==> src/common/lac_pkg.sv <==
// Constants, field layouts and mode codes of the light converter control block
package lac_pkg;

  // Register byte addresses
  localparam logic [7:0] ADDR_CONTROL_ONE = 8'h00;
  localparam logic [7:0] ADDR_CONTROL_TWO = 8'h01;
  localparam logic [7:0] ADDR_RESULT_LO   = 8'h02;
  localparam logic [7:0] ADDR_RESULT_HI   = 8'h03;
  localparam logic [7:0] ADDR_THR_LO_LSB  = 8'h04;
  localparam logic [7:0] ADDR_THR_LO_MSB  = 8'h05;
  localparam logic [7:0] ADDR_THR_HI_LSB  = 8'h06;
  localparam logic [7:0] ADDR_THR_HI_MSB  = 8'h07;

  // Field positions in control_one
  localparam int MODE_LSB    = 5;
  localparam int MODE_MSB    = 7;
  localparam int INT_BIT     = 2;
  localparam int PERSIST_LSB = 0;
  localparam int PERSIST_MSB = 1;
  // Field positions in control_two
  localparam int RANGE_LSB   = 0;
  localparam int RANGE_MSB   = 1;
  localparam int WIDTH_LSB   = 2;
  localparam int WIDTH_MSB   = 3;

  // Reset values
  localparam logic [7:0]  CONTROL_ONE_RST = 8'h00;
  localparam logic [7:0]  CONTROL_TWO_RST = 8'h00;
  localparam logic [15:0] RESULT_RST      = 16'h0000;
  localparam logic [15:0] THR_LO_RST      = 16'h0000;
  localparam logic [15:0] THR_HI_RST      = 16'hFFFF;
  localparam logic [7:0]  UNMAPPED_RDATA  = 8'h00;

  // Persistence counts per persist code
  localparam logic [4:0] PERSIST_N0 = 5'h01;
  localparam logic [4:0] PERSIST_N1 = 5'h04;
  localparam logic [4:0] PERSIST_N2 = 5'h08;
  localparam logic [4:0] PERSIST_N3 = 5'h10;

  // Oscillator cycles per conversion per resolution code
  localparam int CONV_CYC_16 = 65536;
  localparam int CONV_CYC_12 = 4096;
  localparam int CONV_CYC_8  = 256;
  localparam int CONV_CYC_4  = 16;

  // Nominal integration times in ns
  localparam longint INTEG_TIME_16_NS = 105000000;
  localparam longint INTEG_TIME_12_NS = 6500000;
  localparam longint INTEG_TIME_8_NS  = 410000;
  localparam longint INTEG_TIME_4_NS  = 25600;

  // Clock and oscillator divider, rounded down so the longest time is not exceeded
  localparam longint CLK_PERIOD_NS = 20;
  localparam int OSC_DIV = int'(INTEG_TIME_16_NS / (longint'(CONV_CYC_16) * CLK_PERIOD_NS));

  typedef enum logic [2:0] {
    LAC_MODE_OFF      = 3'b000,
    LAC_MODE_VIS_ONCE = 3'b001,
    LAC_MODE_IR_ONCE  = 3'b010,
    LAC_MODE_RSV3     = 3'b011,
    LAC_MODE_RSV4     = 3'b100,
    LAC_MODE_VIS_CONT = 3'b101,
    LAC_MODE_IR_CONT  = 3'b110,
    LAC_MODE_RSV7     = 3'b111
  } lac_mode_t;

endpackage : lac_pkg

==> src/verilog/lac_conv_seq.sv <==
// Oscillator divider and conversion cycle counter
module lac_conv_seq #(
  parameter int DIV_CYC = lac_pkg::OSC_DIV
) (
  // Clock and reset
  input  wire logic        clk,
  input  wire logic        sys_rst,
  // Control
  input  wire logic        run,
  input  wire logic        restart,
  input  wire logic [16:0] cyc_limit,
  // Status
  output logic             conv_done
);

  logic [15:0] div_q;
  logic [16:0] cyc_q;
  logic        osc_tick;

  assign osc_tick = (div_q == 16'(DIV_CYC - 1));

  always_ff @(posedge clk) begin
    if (sys_rst || restart || !run || osc_tick) begin
      div_q <= 16'h0000;
    end else begin
      div_q <= div_q + 16'h0001;
    end
  end

  // Counts oscillator cycles of one conversion and flags its last one
  always_ff @(posedge clk) begin
    if (sys_rst || restart || !run) begin
      cyc_q     <= 17'h0_0000;
      conv_done <= 1'b0;
    end else if (osc_tick) begin
      if (cyc_q >= cyc_limit - 17'h0_0001) begin
        cyc_q     <= 17'h0_0000;
        conv_done <= 1'b1;
      end else begin
        cyc_q     <= cyc_q + 17'h0_0001;
        conv_done <= 1'b0;
      end
    end else begin
      conv_done <= 1'b0;
    end
  end

endmodule : lac_conv_seq

==> src/verilog/lac_ctrl.sv <==
// Control, threshold, persistence and result registers of the light converter
module lac_ctrl #(
  parameter int CYC_16  = lac_pkg::CONV_CYC_16,
  parameter int CYC_12  = lac_pkg::CONV_CYC_12,
  parameter int CYC_8   = lac_pkg::CONV_CYC_8,
  parameter int CYC_4   = lac_pkg::CONV_CYC_4,
  parameter int DIV_CYC = lac_pkg::OSC_DIV
) (
  // Clock and reset
  input  wire logic        clk,
  input  wire logic        sys_rst,
  // Byte register port from the serial slave
  input  wire logic [7:0]  reg_addr,
  input  wire logic        reg_wr,
  input  wire logic [7:0]  reg_wdata,
  input  wire logic        reg_rd,
  input  wire logic        reg_rd_done,
  output logic      [7:0]  reg_rdata,
  // Analog front end
  input  wire logic [15:0] adc_sample,
  output logic             adc_run,
  output logic             adc_ir_sel,
  output logic      [1:0]  adc_range,
  output logic      [1:0]  adc_width,
  // Interrupt pin, active low
  output logic             int_n
);

  lac_pkg::lac_mode_t mode_q;
  logic [1:0]  persist_q;
  logic        int_flag_q;
  logic [1:0]  range_q;
  logic [1:0]  width_q;
  logic [15:0] result_q;
  logic [15:0] thr_lo_q;
  logic [15:0] thr_hi_q;
  logic [4:0]  out_cnt_q;
  logic [4:0]  out_cnt_d;
  logic [4:0]  persist_n;
  logic [16:0] cyc_limit;
  logic [15:0] width_mask;
  logic [15:0] sample_masked;
  logic        conv_done;
  logic        run;
  logic        restart;
  logic        outside;
  logic        wr_ctl1;
  logic        wr_ctl2;
  logic        clr_int;
  logic        fire;
  logic [7:0]  rd_mux;

  assign wr_ctl1 = reg_wr && (reg_addr == lac_pkg::ADDR_CONTROL_ONE);
  assign wr_ctl2 = reg_wr && (reg_addr == lac_pkg::ADDR_CONTROL_TWO);
  assign clr_int = reg_rd_done && (reg_addr == lac_pkg::ADDR_CONTROL_ONE);

  // Reserved mode codes keep the converter idle
  always_comb begin
    case (mode_q)
      lac_pkg::LAC_MODE_VIS_ONCE,
      lac_pkg::LAC_MODE_IR_ONCE,
      lac_pkg::LAC_MODE_VIS_CONT,
      lac_pkg::LAC_MODE_IR_CONT: run = 1'b1;
      default:                   run = 1'b0;
    endcase
  end

  // A new mode or resolution starts a fresh conversion so no partial count is reported
  assign restart = wr_ctl1 && (reg_wdata[lac_pkg::MODE_MSB:lac_pkg::MODE_LSB] != mode_q)
                 || wr_ctl2
                    && (reg_wdata[lac_pkg::WIDTH_MSB:lac_pkg::WIDTH_LSB] != width_q);

  always_comb begin
    case (width_q)
      2'b00:   cyc_limit = 17'(CYC_16);
      2'b01:   cyc_limit = 17'(CYC_12);
      2'b10:   cyc_limit = 17'(CYC_8);
      default: cyc_limit = 17'(CYC_4);
    endcase
  end

  always_comb begin
    case (width_q)
      2'b00:   width_mask = 16'hFFFF;
      2'b01:   width_mask = 16'h0FFF;
      2'b10:   width_mask = 16'h00FF;
      default: width_mask = 16'h000F;
    endcase
  end

  assign sample_masked = adc_sample & width_mask;

  // Integration time is cycle count times the divided oscillator period
  lac_conv_seq #(
    .DIV_CYC   (DIV_CYC)
  ) u_seq (
    .clk       (clk),
    .sys_rst   (sys_rst),
    .run       (run),
    .restart   (restart),
    .cyc_limit (cyc_limit),
    .conv_done (conv_done)
  );

  // Mode field; single measurements fall back to power-down, a host write wins
  always_ff @(posedge clk) begin
    if (sys_rst) begin
      mode_q <= lac_pkg::lac_mode_t'(lac_pkg::CONTROL_ONE_RST[lac_pkg::MODE_MSB:
                                                           lac_pkg::MODE_LSB]);
    end else if (wr_ctl1) begin
      mode_q <= lac_pkg::lac_mode_t'(reg_wdata[lac_pkg::MODE_MSB:lac_pkg::MODE_LSB]);
    end else if (conv_done && (mode_q == lac_pkg::LAC_MODE_VIS_ONCE
                               || mode_q == lac_pkg::LAC_MODE_IR_ONCE)) begin
      mode_q <= lac_pkg::LAC_MODE_OFF;
    end
  end

  // Persist field has its own writer, untouched by the return to power-down but loaded by every control_one write
  always_ff @(posedge clk) begin
    if (sys_rst) begin
      persist_q <= lac_pkg::CONTROL_ONE_RST[lac_pkg::PERSIST_MSB:lac_pkg::PERSIST_LSB];
    end else if (wr_ctl1) begin
      persist_q <= reg_wdata[lac_pkg::PERSIST_MSB:lac_pkg::PERSIST_LSB];
    end
  end

  always_ff @(posedge clk) begin
    if (sys_rst) begin
      range_q <= lac_pkg::CONTROL_TWO_RST[lac_pkg::RANGE_MSB:lac_pkg::RANGE_LSB];
      width_q <= lac_pkg::CONTROL_TWO_RST[lac_pkg::WIDTH_MSB:lac_pkg::WIDTH_LSB];
    end else if (wr_ctl2) begin
      range_q <= reg_wdata[lac_pkg::RANGE_MSB:lac_pkg::RANGE_LSB];
      width_q <= reg_wdata[lac_pkg::WIDTH_MSB:lac_pkg::WIDTH_LSB];
    end
  end

  // Threshold bytes
  always_ff @(posedge clk) begin
    if (sys_rst) begin
      thr_lo_q <= lac_pkg::THR_LO_RST;
      thr_hi_q <= lac_pkg::THR_HI_RST;
    end else if (reg_wr) begin
      case (reg_addr)
        lac_pkg::ADDR_THR_LO_LSB: thr_lo_q[7:0]  <= reg_wdata;
        lac_pkg::ADDR_THR_LO_MSB: thr_lo_q[15:8] <= reg_wdata;
        lac_pkg::ADDR_THR_HI_LSB: thr_hi_q[7:0]  <= reg_wdata;
        lac_pkg::ADDR_THR_HI_MSB: thr_hi_q[15:8] <= reg_wdata;
        default: ;
      endcase
    end
  end

  // Result is written only by conversions; host writes never reach it
  always_ff @(posedge clk) begin
    if (sys_rst) begin
      result_q <= lac_pkg::RESULT_RST;
    end else if (conv_done) begin
      result_q <= sample_masked;
    end
  end

  assign outside = (sample_masked <= thr_lo_q) || (sample_masked >= thr_hi_q);

  always_comb begin
    case (persist_q)
      2'b00:   persist_n = lac_pkg::PERSIST_N0;
      2'b01:   persist_n = lac_pkg::PERSIST_N1;
      2'b10:   persist_n = lac_pkg::PERSIST_N2;
      default: persist_n = lac_pkg::PERSIST_N3;
    endcase
  end

  always_comb begin
    out_cnt_d = out_cnt_q;
    if (conv_done) begin
      if (!outside) begin
        out_cnt_d = 5'h00;
      end else if (out_cnt_q < persist_n) begin
        out_cnt_d = out_cnt_q + 5'h01;
      end
    end
  end

  assign fire = conv_done && outside && (out_cnt_d >= persist_n);

  always_ff @(posedge clk) begin
    if (sys_rst) begin
      out_cnt_q <= 5'h00;
    end else begin
      out_cnt_q <= out_cnt_d;
    end
  end

  // A conversion that fires in the clearing cycle keeps the flag set
  always_ff @(posedge clk) begin
    if (sys_rst) begin
      int_flag_q <= lac_pkg::CONTROL_ONE_RST[lac_pkg::INT_BIT];
      int_n      <= 1'b1;
    end else if (fire) begin
      int_flag_q <= 1'b1;
      int_n      <= 1'b0;
    end else if (clr_int) begin
      int_flag_q <= 1'b0;
      int_n      <= 1'b1;
    end
  end

  // Read data; reserved bits read zero
  always_comb begin
    case (reg_addr)
      lac_pkg::ADDR_CONTROL_ONE: begin
        rd_mux = 8'h00;
        rd_mux[lac_pkg::MODE_MSB:lac_pkg::MODE_LSB]       = mode_q;
        rd_mux[lac_pkg::INT_BIT]                          = int_flag_q;
        rd_mux[lac_pkg::PERSIST_MSB:lac_pkg::PERSIST_LSB] = persist_q;
      end
      lac_pkg::ADDR_CONTROL_TWO: begin
        rd_mux = 8'h00;
        rd_mux[lac_pkg::WIDTH_MSB:lac_pkg::WIDTH_LSB] = width_q;
        rd_mux[lac_pkg::RANGE_MSB:lac_pkg::RANGE_LSB] = range_q;
      end
      lac_pkg::ADDR_RESULT_LO:  rd_mux = result_q[7:0];
      lac_pkg::ADDR_RESULT_HI:  rd_mux = result_q[15:8];
      lac_pkg::ADDR_THR_LO_LSB: rd_mux = thr_lo_q[7:0];
      lac_pkg::ADDR_THR_LO_MSB: rd_mux = thr_lo_q[15:8];
      lac_pkg::ADDR_THR_HI_LSB: rd_mux = thr_hi_q[7:0];
      lac_pkg::ADDR_THR_HI_MSB: rd_mux = thr_hi_q[15:8];
      default:                  rd_mux = lac_pkg::UNMAPPED_RDATA;
    endcase
  end

  // Byte is latched at the read request so it stays still while it is shifted out
  always_ff @(posedge clk) begin
    if (sys_rst) begin
      reg_rdata <= 8'h00;
    end else if (reg_rd) begin
      reg_rdata <= rd_mux;
    end
  end

  // Front end controls, registered so they change only on clock edges
  always_ff @(posedge clk) begin
    if (sys_rst) begin
      adc_run    <= 1'b0;
      adc_ir_sel <= 1'b0;
      adc_range  <= 2'b00;
      adc_width  <= 2'b00;
    end else begin
      adc_run    <= run;
      adc_ir_sel <= (mode_q == lac_pkg::LAC_MODE_IR_ONCE)
                 || (mode_q == lac_pkg::LAC_MODE_IR_CONT);
      adc_range  <= range_q;
      adc_width  <= width_q;
    end
  end

endmodule : lac_ctrl

==> config.mk <==
export PLATFORM = sky130hd
export DESIGN_NAME = lac_ctrl
export DESIGN_NICKNAME = d
export VERILOG_FILES = /design/src/common/lac_pkg.sv /design/src/verilog/lac_conv_seq.sv /design/src/verilog/lac_ctrl.sv
export SDC_FILE = /design/constraint.sdc
export NUM_CORES = 1
export LEC_CHECK = 0
export ABC_AREA = 1
export BUFFER_PORTS_ARGS = -buffer_cell sky130_fd_sc_hd__buf_2
export CAP_MARGIN = 40
export CORE_AREA = 4 4 114 116
export CTS_CLUSTER_SIZE = 14
export DETAILED_ROUTE_END_ITERATION = 10
export DIE_AREA = 0 0 118 120
export GPL_ROUTABILITY_DRIVEN = 0
export PLACE_DENSITY = 0.73
export SYNTH_ARGS = -nofsm -noshare
export SYNTH_HDL_FRONTEND = slang
export SYNTH_SLANG_ARGS = --single-unit
export TNS_END_PERCENT = 30
==> constraint.sdc <==
create_clock -name clk -period 2.7 [get_ports clk]
set_clock_uncertainty 0.1 [all_clocks]
set_input_delay 0.54 -clock clk [delete_from_list [all_inputs] [get_ports clk]]
set_output_delay 0.54 -clock clk [all_outputs]
set_load 0.005 [all_outputs]
; ---- Yosys cells after proc, flatten, opt, wreduce, memory -nomap -nowiden
; Index checks and enable logic that the tools add are counted.
[op_classes]
n_mux = 16
n_reduce_logical = 27
bitwise = 2
order_cmp = 5
add_sub_neg = 4
eq_ne = 18
[op_table]
columns = op, count
row1 = $pmux 8 s8, 1
row2 = $pmux 17 s3, 1
row3 = $pmux 16 s3, 1
row4 = $eq 8x3->1 const B, 4
row5 = $add 17x1->17 const B, 1
row6 = $ge 17x17->1, 1
row7 = $mux 17, 1
row8 = $sub 17x1->17 const B, 1
row9 = $add 16x1->16 const B, 1
row10 = $and 16x16->16, 1
row11 = $eq 16x7->1 const B, 1
row12 = $eq 8x2->1 const B, 2
row13 = $ge 16x16->1, 1
row14 = $le 16x16->1, 1
row15 = $mux 5, 3
row16 = $pmux 5 s3, 1
row17 = $eq 8x1->1 const B, 1
row18 = $logic_and 1x1->1, 8
row19 = $logic_not 8->1, 1
row20 = $reduce_and 2->1, 4
row21 = $logic_or 1x1->1, 7
row22 = $eq 3x3->1 const B, 2
row23 = $mux 1, 6
row24 = $mux 3, 2
row25 = 15 further kinds, 19
[word_totals]
out_inout_bits = 15
ff_bits = 112

; ---- Depth between registers and ports, before layout
[depth]
word_depth = 10
ltp_mapped = 26
mapped_depth_nobuf = 26

; ---- By module
; Synthesis repeated with hierarchy kept, for this count alone.
[hier_totals]
hier_cells = 1017
hier_area_um2 = 6970.4
[by_module_without_submodules]
columns = module, seq_area_each_um2, area_per_inst_um2, cells_per_inst, instances
row1 = lac_ctrl, 1561.5, 4451.8, 633, 1
row2 = lac_conv_seq, 680.7, 2518.7, 384, 1

; ---- Worst setup path after synthesis
; Ideal clock, no wire load.
[synth_timing]
kind = flip-flop to flip-flop
from = register width_q[1]
to = register int_flag_q
path_stages_with_launch = 24
synth_period_minus_slack_ps = 2866
path_buffers = 0
slack_ps = -166
t_arrival_ps = 2634
cell_sequence = dfxtp_1 -> nand2_1 -> inv_1 -> nor2_1 -> ha_1 -> nand2_1 -> nor2_1 -> and2_1 -> nand3_1 -> nand2_1 -> nor2_1 -> nand3_1 -> nor2_2 -> nor2_1 -> o21ai_1 -> ha_1 -> nor2_1 -> nand3_1 -> nand2_1 -> nand2_1 -> nand2_1 -> nand2_1 -> nand2_1 -> a21oi_1
[synth_via]
elab_chain_cells = 10
word_cells_on_any_way = 15
classes_between = 3 x order compare / 2 x eq/ne / 4 x mux / 1 x bitwise / 5 x reduce/logical
[synth_rtl]
columns = item, line
row1 = "start, declared", lac_ctrl.sv:33  ; logic [1:0] width_q;
row2 = "start signal, assigned", lac_ctrl.sv:130  ; width_q <= lac_pkg::CONTROL_TWO_RST[lac_pkg::WIDTH_MSB:lac_pkg::WIDTH_LSB];
row3 = "start signal, assigned", lac_ctrl.sv:133  ; width_q <= reg_wdata[lac_pkg::WIDTH_MSB:lac_pkg::WIDTH_LSB];
row4 = $eq 2x2->1 (tied with other cells), lac_ctrl.sv:83  ; case (width_q)
row5 = $pmux 16 s3 (*), lac_ctrl.sv:83
row6 = $and 16x16->16 (*), lac_ctrl.sv:91  ; assign sample_masked = adc_sample & width_mask;
row7 = named net sample_masked[7], lac_ctrl.sv:42  ; logic [15:0] sample_masked;
row8 = $le 16x16->1 or $ge 16x16->1 (tied branches), lac_ctrl.sv:162  ; assign outside = (sample_masked <= thr_lo_q) || (sample_masked >= thr_hi_q);
row9 = $logic_or 1x1->1 (*), lac_ctrl.sv:162
row10 = $mux 5, lac_ctrl.sv:176  ; if (!outside) begin
row11 = $mux 5, lac_ctrl.sv:175  ; if (conv_done) begin
row12 = $ge 5x5->1, lac_ctrl.sv:184  ; assign fire = conv_done && outside && (out_cnt_d >= persist_n);
row13 = $logic_and 1x1->1 (*), lac_ctrl.sv:184
row14 = $mux 1 or $reduce_bool 2->1 (tied branches), --
row15 = "end signal, assigned", lac_ctrl.sv:197  ; int_flag_q <= lac_pkg::CONTROL_ONE_RST[lac_pkg::INT_BIT];
row16 = "end, declared", lac_ctrl.sv:31  ; logic int_flag_q;
; Mark *: on every way through the listed nets, which the timed path passes. The rest lies on a longest branch.
; A chain may end at the register's enable or synchronous reset.

; ---- Worst setup path in the final report
[layout_timing]
from = register width_q[1]
to = register int_n
[layout_via]
elab_chain_cells = 10
word_cells_on_any_way = 15
classes_between = 3 x order compare / 2 x eq/ne / 4 x mux / 1 x bitwise / 5 x reduce/logical
[layout_rtl]
columns = item, line
row1 = $eq 2x2->1 (tied with other cells), lac_ctrl.sv:83
row2 = $pmux 16 s3 (*), lac_ctrl.sv:83
row3 = $and 16x16->16 (*), lac_ctrl.sv:91
row4 = named net sample_masked[11], lac_ctrl.sv:42
row5 = $le 16x16->1 or $ge 16x16->1 (tied branches), lac_ctrl.sv:162
row6 = $logic_or 1x1->1 (*), lac_ctrl.sv:162
row7 = $mux 5 (*), lac_ctrl.sv:176
row8 = $mux 5 (*), lac_ctrl.sv:175
row9 = named net out_cnt_d[3], lac_ctrl.sv:38  ; logic [4:0] out_cnt_d;
row10 = $ge 5x5->1 (*), lac_ctrl.sv:184
row11 = $logic_and 1x1->1 (*), lac_ctrl.sv:184
row12 = $mux 1 or $reduce_bool 2->1 (tied branches), --
row13 = "end signal, assigned", lac_ctrl.sv:198  ; int_n <= 1'b1;
row14 = "end signal, assigned", lac_ctrl.sv:201  ; int_n <= 1'b0;
row15 = "end signal, assigned", lac_ctrl.sv:204  ; int_n <= 1'b1;
row16 = "end, declared", lac_ctrl.sv:26  ; output logic int_n
; Marks and branches as above.

==> impl_results.md <==
* Final core occ at 66.0%
* Clock-pin slew on the worst setup and hold paths at 0.08 ns
* Relative slew slack at 55.2%
* Area leader, netlist: dfxtp_1
* Number of inserted diodes at 0
* Post-route clock period utilization at 114%
* Hold Violations, Final at 0
* Clk buf depth at 2
* Maxcap violations at 0
* TritonCTS Sinks at 112
* Die Area at 14200 um2
* Synth Area in Compound Gates at 17.4%
* Synth Area in Simple Gates at 24.6%
* Setup Crit Path Kind: flip-flop to flip-flop
* Mapped Cells at 890
* Router iterations before antenna repair at 6
* Gr usage total at 25.5%
* Antenna Nets Post-Route at 0
* XOR/XNOR share of the synthesized area at 1.90%
* Fill cells at 1018
* DRC viols at 0
* Clk_lat worst skew at 0.36 ns
* TritonCTS Buffers at 9
* Part of the power in the clock network at 41.2%
* Peak VDD IR at 0.431 mV
* Nets@finish at 1085
* Syn Nets at 983
* Pwr Total at 0.00318 W
* Worst EP arrival at 3.25 ns
* Global-route wire length before repair at 28900 um
* Hold Buf Count CTS at 0
* Largest family of logic cells by synthesized area: simple AND/OR/NAND/NOR gates
* Initial antenna violation count at 0
* Die W at 118 um
* Row cnt at 40
* RSZ-0062 raised after global routing: yes
* Die Y at 120 um
* PD cells at 405 nW/um2
* Multiplexer area fraction after synthesis at 0%
* Seq pwr share at 51.9%
* Logic pwr share at 6.9%
* Global route overflow at 0
* Crit end category: flip-flop
* Synth cell types at 50
* F_max at 0.325 GHz
* I/O pin cnt at 52
* Sw frac at 25.2%
* Worst Setup Start Kind: flip-flop
* Routed vias at 6203
* Final setup vio count at 2
* Post-Syn Area at 6460 um2
* Final TNS setup at -0.750 ns
* H-tree depth at 3
* DRT iter0 DRCs at 504
* Total Wirelength at 18000 um
* Hold Path Class: primary input to flip-flop
* I/O Buffers at 51
* Slew Viols, Final at 0
* Layout area overhead at 21.7%
* Psw at 0.000803 W
* Clk Tree Root Cell: clkbuf_16
* Post-synthesis adder-cell area fraction at 10.8%
* Synth Warn # at 0
* Routed vias/inst at 5.42
* CP required at 2.87 ns
* Share of cells above drive strength 1 at 22.3%
* Outcome: finished with violations
* Flops & latches, synth at 112
* Synth Area per Inst at 7.26 um2
* Seq/Total Area, Yosys at 34.7%
* Final critical-path required period at 3.08 ns
* WL/cell at 15.7 um
* Largest net degree at the start of global routing at 52
* Peak fanout along the critical path at 4
* P_leak at 3.55 nW
* Core area at 11900 um2
* Post-synth top area share at 34.7%
* Initial Util at 54.2%
* Final worst slack at -0.379 ns
* CTS tree: built
* Vias in the first global route at 5786
* Fin Hold WS at 0.337 ns
* Internal power at 0.00238 W
* Failing checks: negative setup slack
* Worst slew pin tran at 0.669 ns
* Final HPWL DP at 13700 um
* Top post-synthesis cells by area: dfxtp_1 (35%), ha_1 (11%), nand2_1 (8.6%)
cell type report:
| cell class | count | area (um2) | area share (%) |
|---|---|---|---|
| Inverter | 154 | 596 | 7.58 |
| Clock buffer | 9 | 225 | 2.86 |
| Tap cell | 147 | 184 | 2.34 |
| Timing Repair Buffer | 111 | 738 | 9.39 |
| Multi-Input combinational cell | 604 | 3810 | 48.5 |
| Sequential cell | 112 | 2250 | 28.6 |
| Clock inverter | 7 | 61.3 | 0.780 |
per-layer routing:
layer | global-route usage [%] | vias to the layer above | part of all wire (%)
li1 | - | 3143 | -
met1 | 31.3 | 2781 | 42
met2 | 42.9 | 225 | 47
met3 | 5.66 | 54 | 7.0
met4 | 11.8 | 0 | 4.2
met5 | 0 | - | 0
power groups by stage:
stage	logic, W	registers (W)	clock network, W
6_report	0.000221	0.00165	0.00131
3_5_place_dp	0.000201	0.00169	0
5_1_grt	0.000242	0.00165	0.00140
4_1_cts	0.000211	0.00165	0.00134
3_3_place_gp	0.000199	0.00169	0
2_1_floorplan	0.000116	0.00169	0
cells by family (layout without fill, tap and decap cells):
logic type      Yosys count  in the layout
simple gates            341            341
compound gates          192            192
buf+inv                 174            281
flops                   112            112
fa+ha+maj                56             56
xor+xnor                 14             14
other cells               1              1
registers in the layout, indices dropped and copies added, names as in the netlist, 3 cells and up:
register / count
thr_lo_q: 16
mode_q: 3
thr_hi_q: 16
result_q: 16
out_cnt_q: 5
reg_rdata: 8
u_seq.div_q: 16
u_seq.cyc_q: 17
path summary, 6_finish.rpt:
path | end | slack [ns] | cells past startpoint | from
max | int_n | -0.38 | 24 | width_q[1]
min | thr_hi_q[1] | 0.34 | 3 | reg_wdata[1]
max reg2reg | int_n | -0.38 | 24 | width_q[1]
min reg2reg | reg_rdata[0] | 0.36 | 2 | reg_rdata[0]
stage by stage:
stage | setup slack (ns) | std cells | area (um2)
final | -0.379 | 1144 | 7860
after global placement | -0.355 | 1122 | 7380
after global routing | -0.486 | 1144 | 7860
after detailed placement | -0.450 | 1122 | 7380
after floorplan | -0.0174 | 890 | 6620
after CTS | -0.267 | 1143 | 7780
critical path, cell delays in order, from the launching register on:
cell and delay [ns]:
dfxtp_4 0.36, buf_4 0.15, inv_4 0.09, nand2_1 0.08
inv_1 0.15, ha_4 0.23, inv_1 0.05, nor2_1 0.04
nor2_1 0.18, a21oi_1 0.13, nor2_2 0.13, nand3_2 0.13
nor2_4 0.14, buf_4 0.13, buf_12 0.10, buf_4 0.11
nor2_1 0.04, ha_1 0.27, nand2_1 0.05, inv_1 0.06
nand2_1 0.04, nand2_1 0.06, nand2_2 0.07, nand2_1 0.05
nand2_1 0.04
cells in the final DEF (no fill, tap or decap), types with 5 or more instances in the layout:
cell	synthesis	routed
nand2_4	1	6
nor2_4	4	10
nand2_1	148	135
ha_4	0	11
o22ai_1	17	17
nand2_2	2	10
nor2_1	78	71
o21ai_0	50	49
a21oi_1	83	80
nor3_2	6	9
nor3_1	21	18
buf_2	3	51
nand4_1	20	20
nand3_1	31	30
buf_4	1	56
dfxtp_1	112	110
nor2_2	15	16
inv_2	9	12
inv_1	140	134
clkbuf_16	0	9
ha_1	56	45
o41ai_1	5	5
xor2_1	10	10
o211ai_1	17	17
nor4_1	6	6
timing repair:
| item | in CTS | in global routing |
|---|---|---|
| gates cloned | 0 | 0 |
| setup buffers | 5 | 1 |
| pin swaps | 11 | 18 |
| setup endpoints to repair | 2 | 3 |
| gates resized for setup | 14 | 14 |
cell usage after synthesis, drive strengths merged:
master   instances
a211oi           3
a22oi            1
nand4           21
a21oi           84
nor2            98
ha              56
xor2            10
dfxtp          112
o22ai           17
clkinv           3
o31ai            2
nand3           31
nor3            27
a21o             1
a31oi            1
o2bb2ai          3
o21a             3
nand2          151
and3             1
o211ai          17
o2111ai          1
o21ai           51
nor3b            1
xnor2            4
a221oi           3
and2             3
o41ai            5
inv            151
buf              6
nor4             8
clkbuf          14
conb             1
No activity file was read; power rests on OpenSTA's default activity.
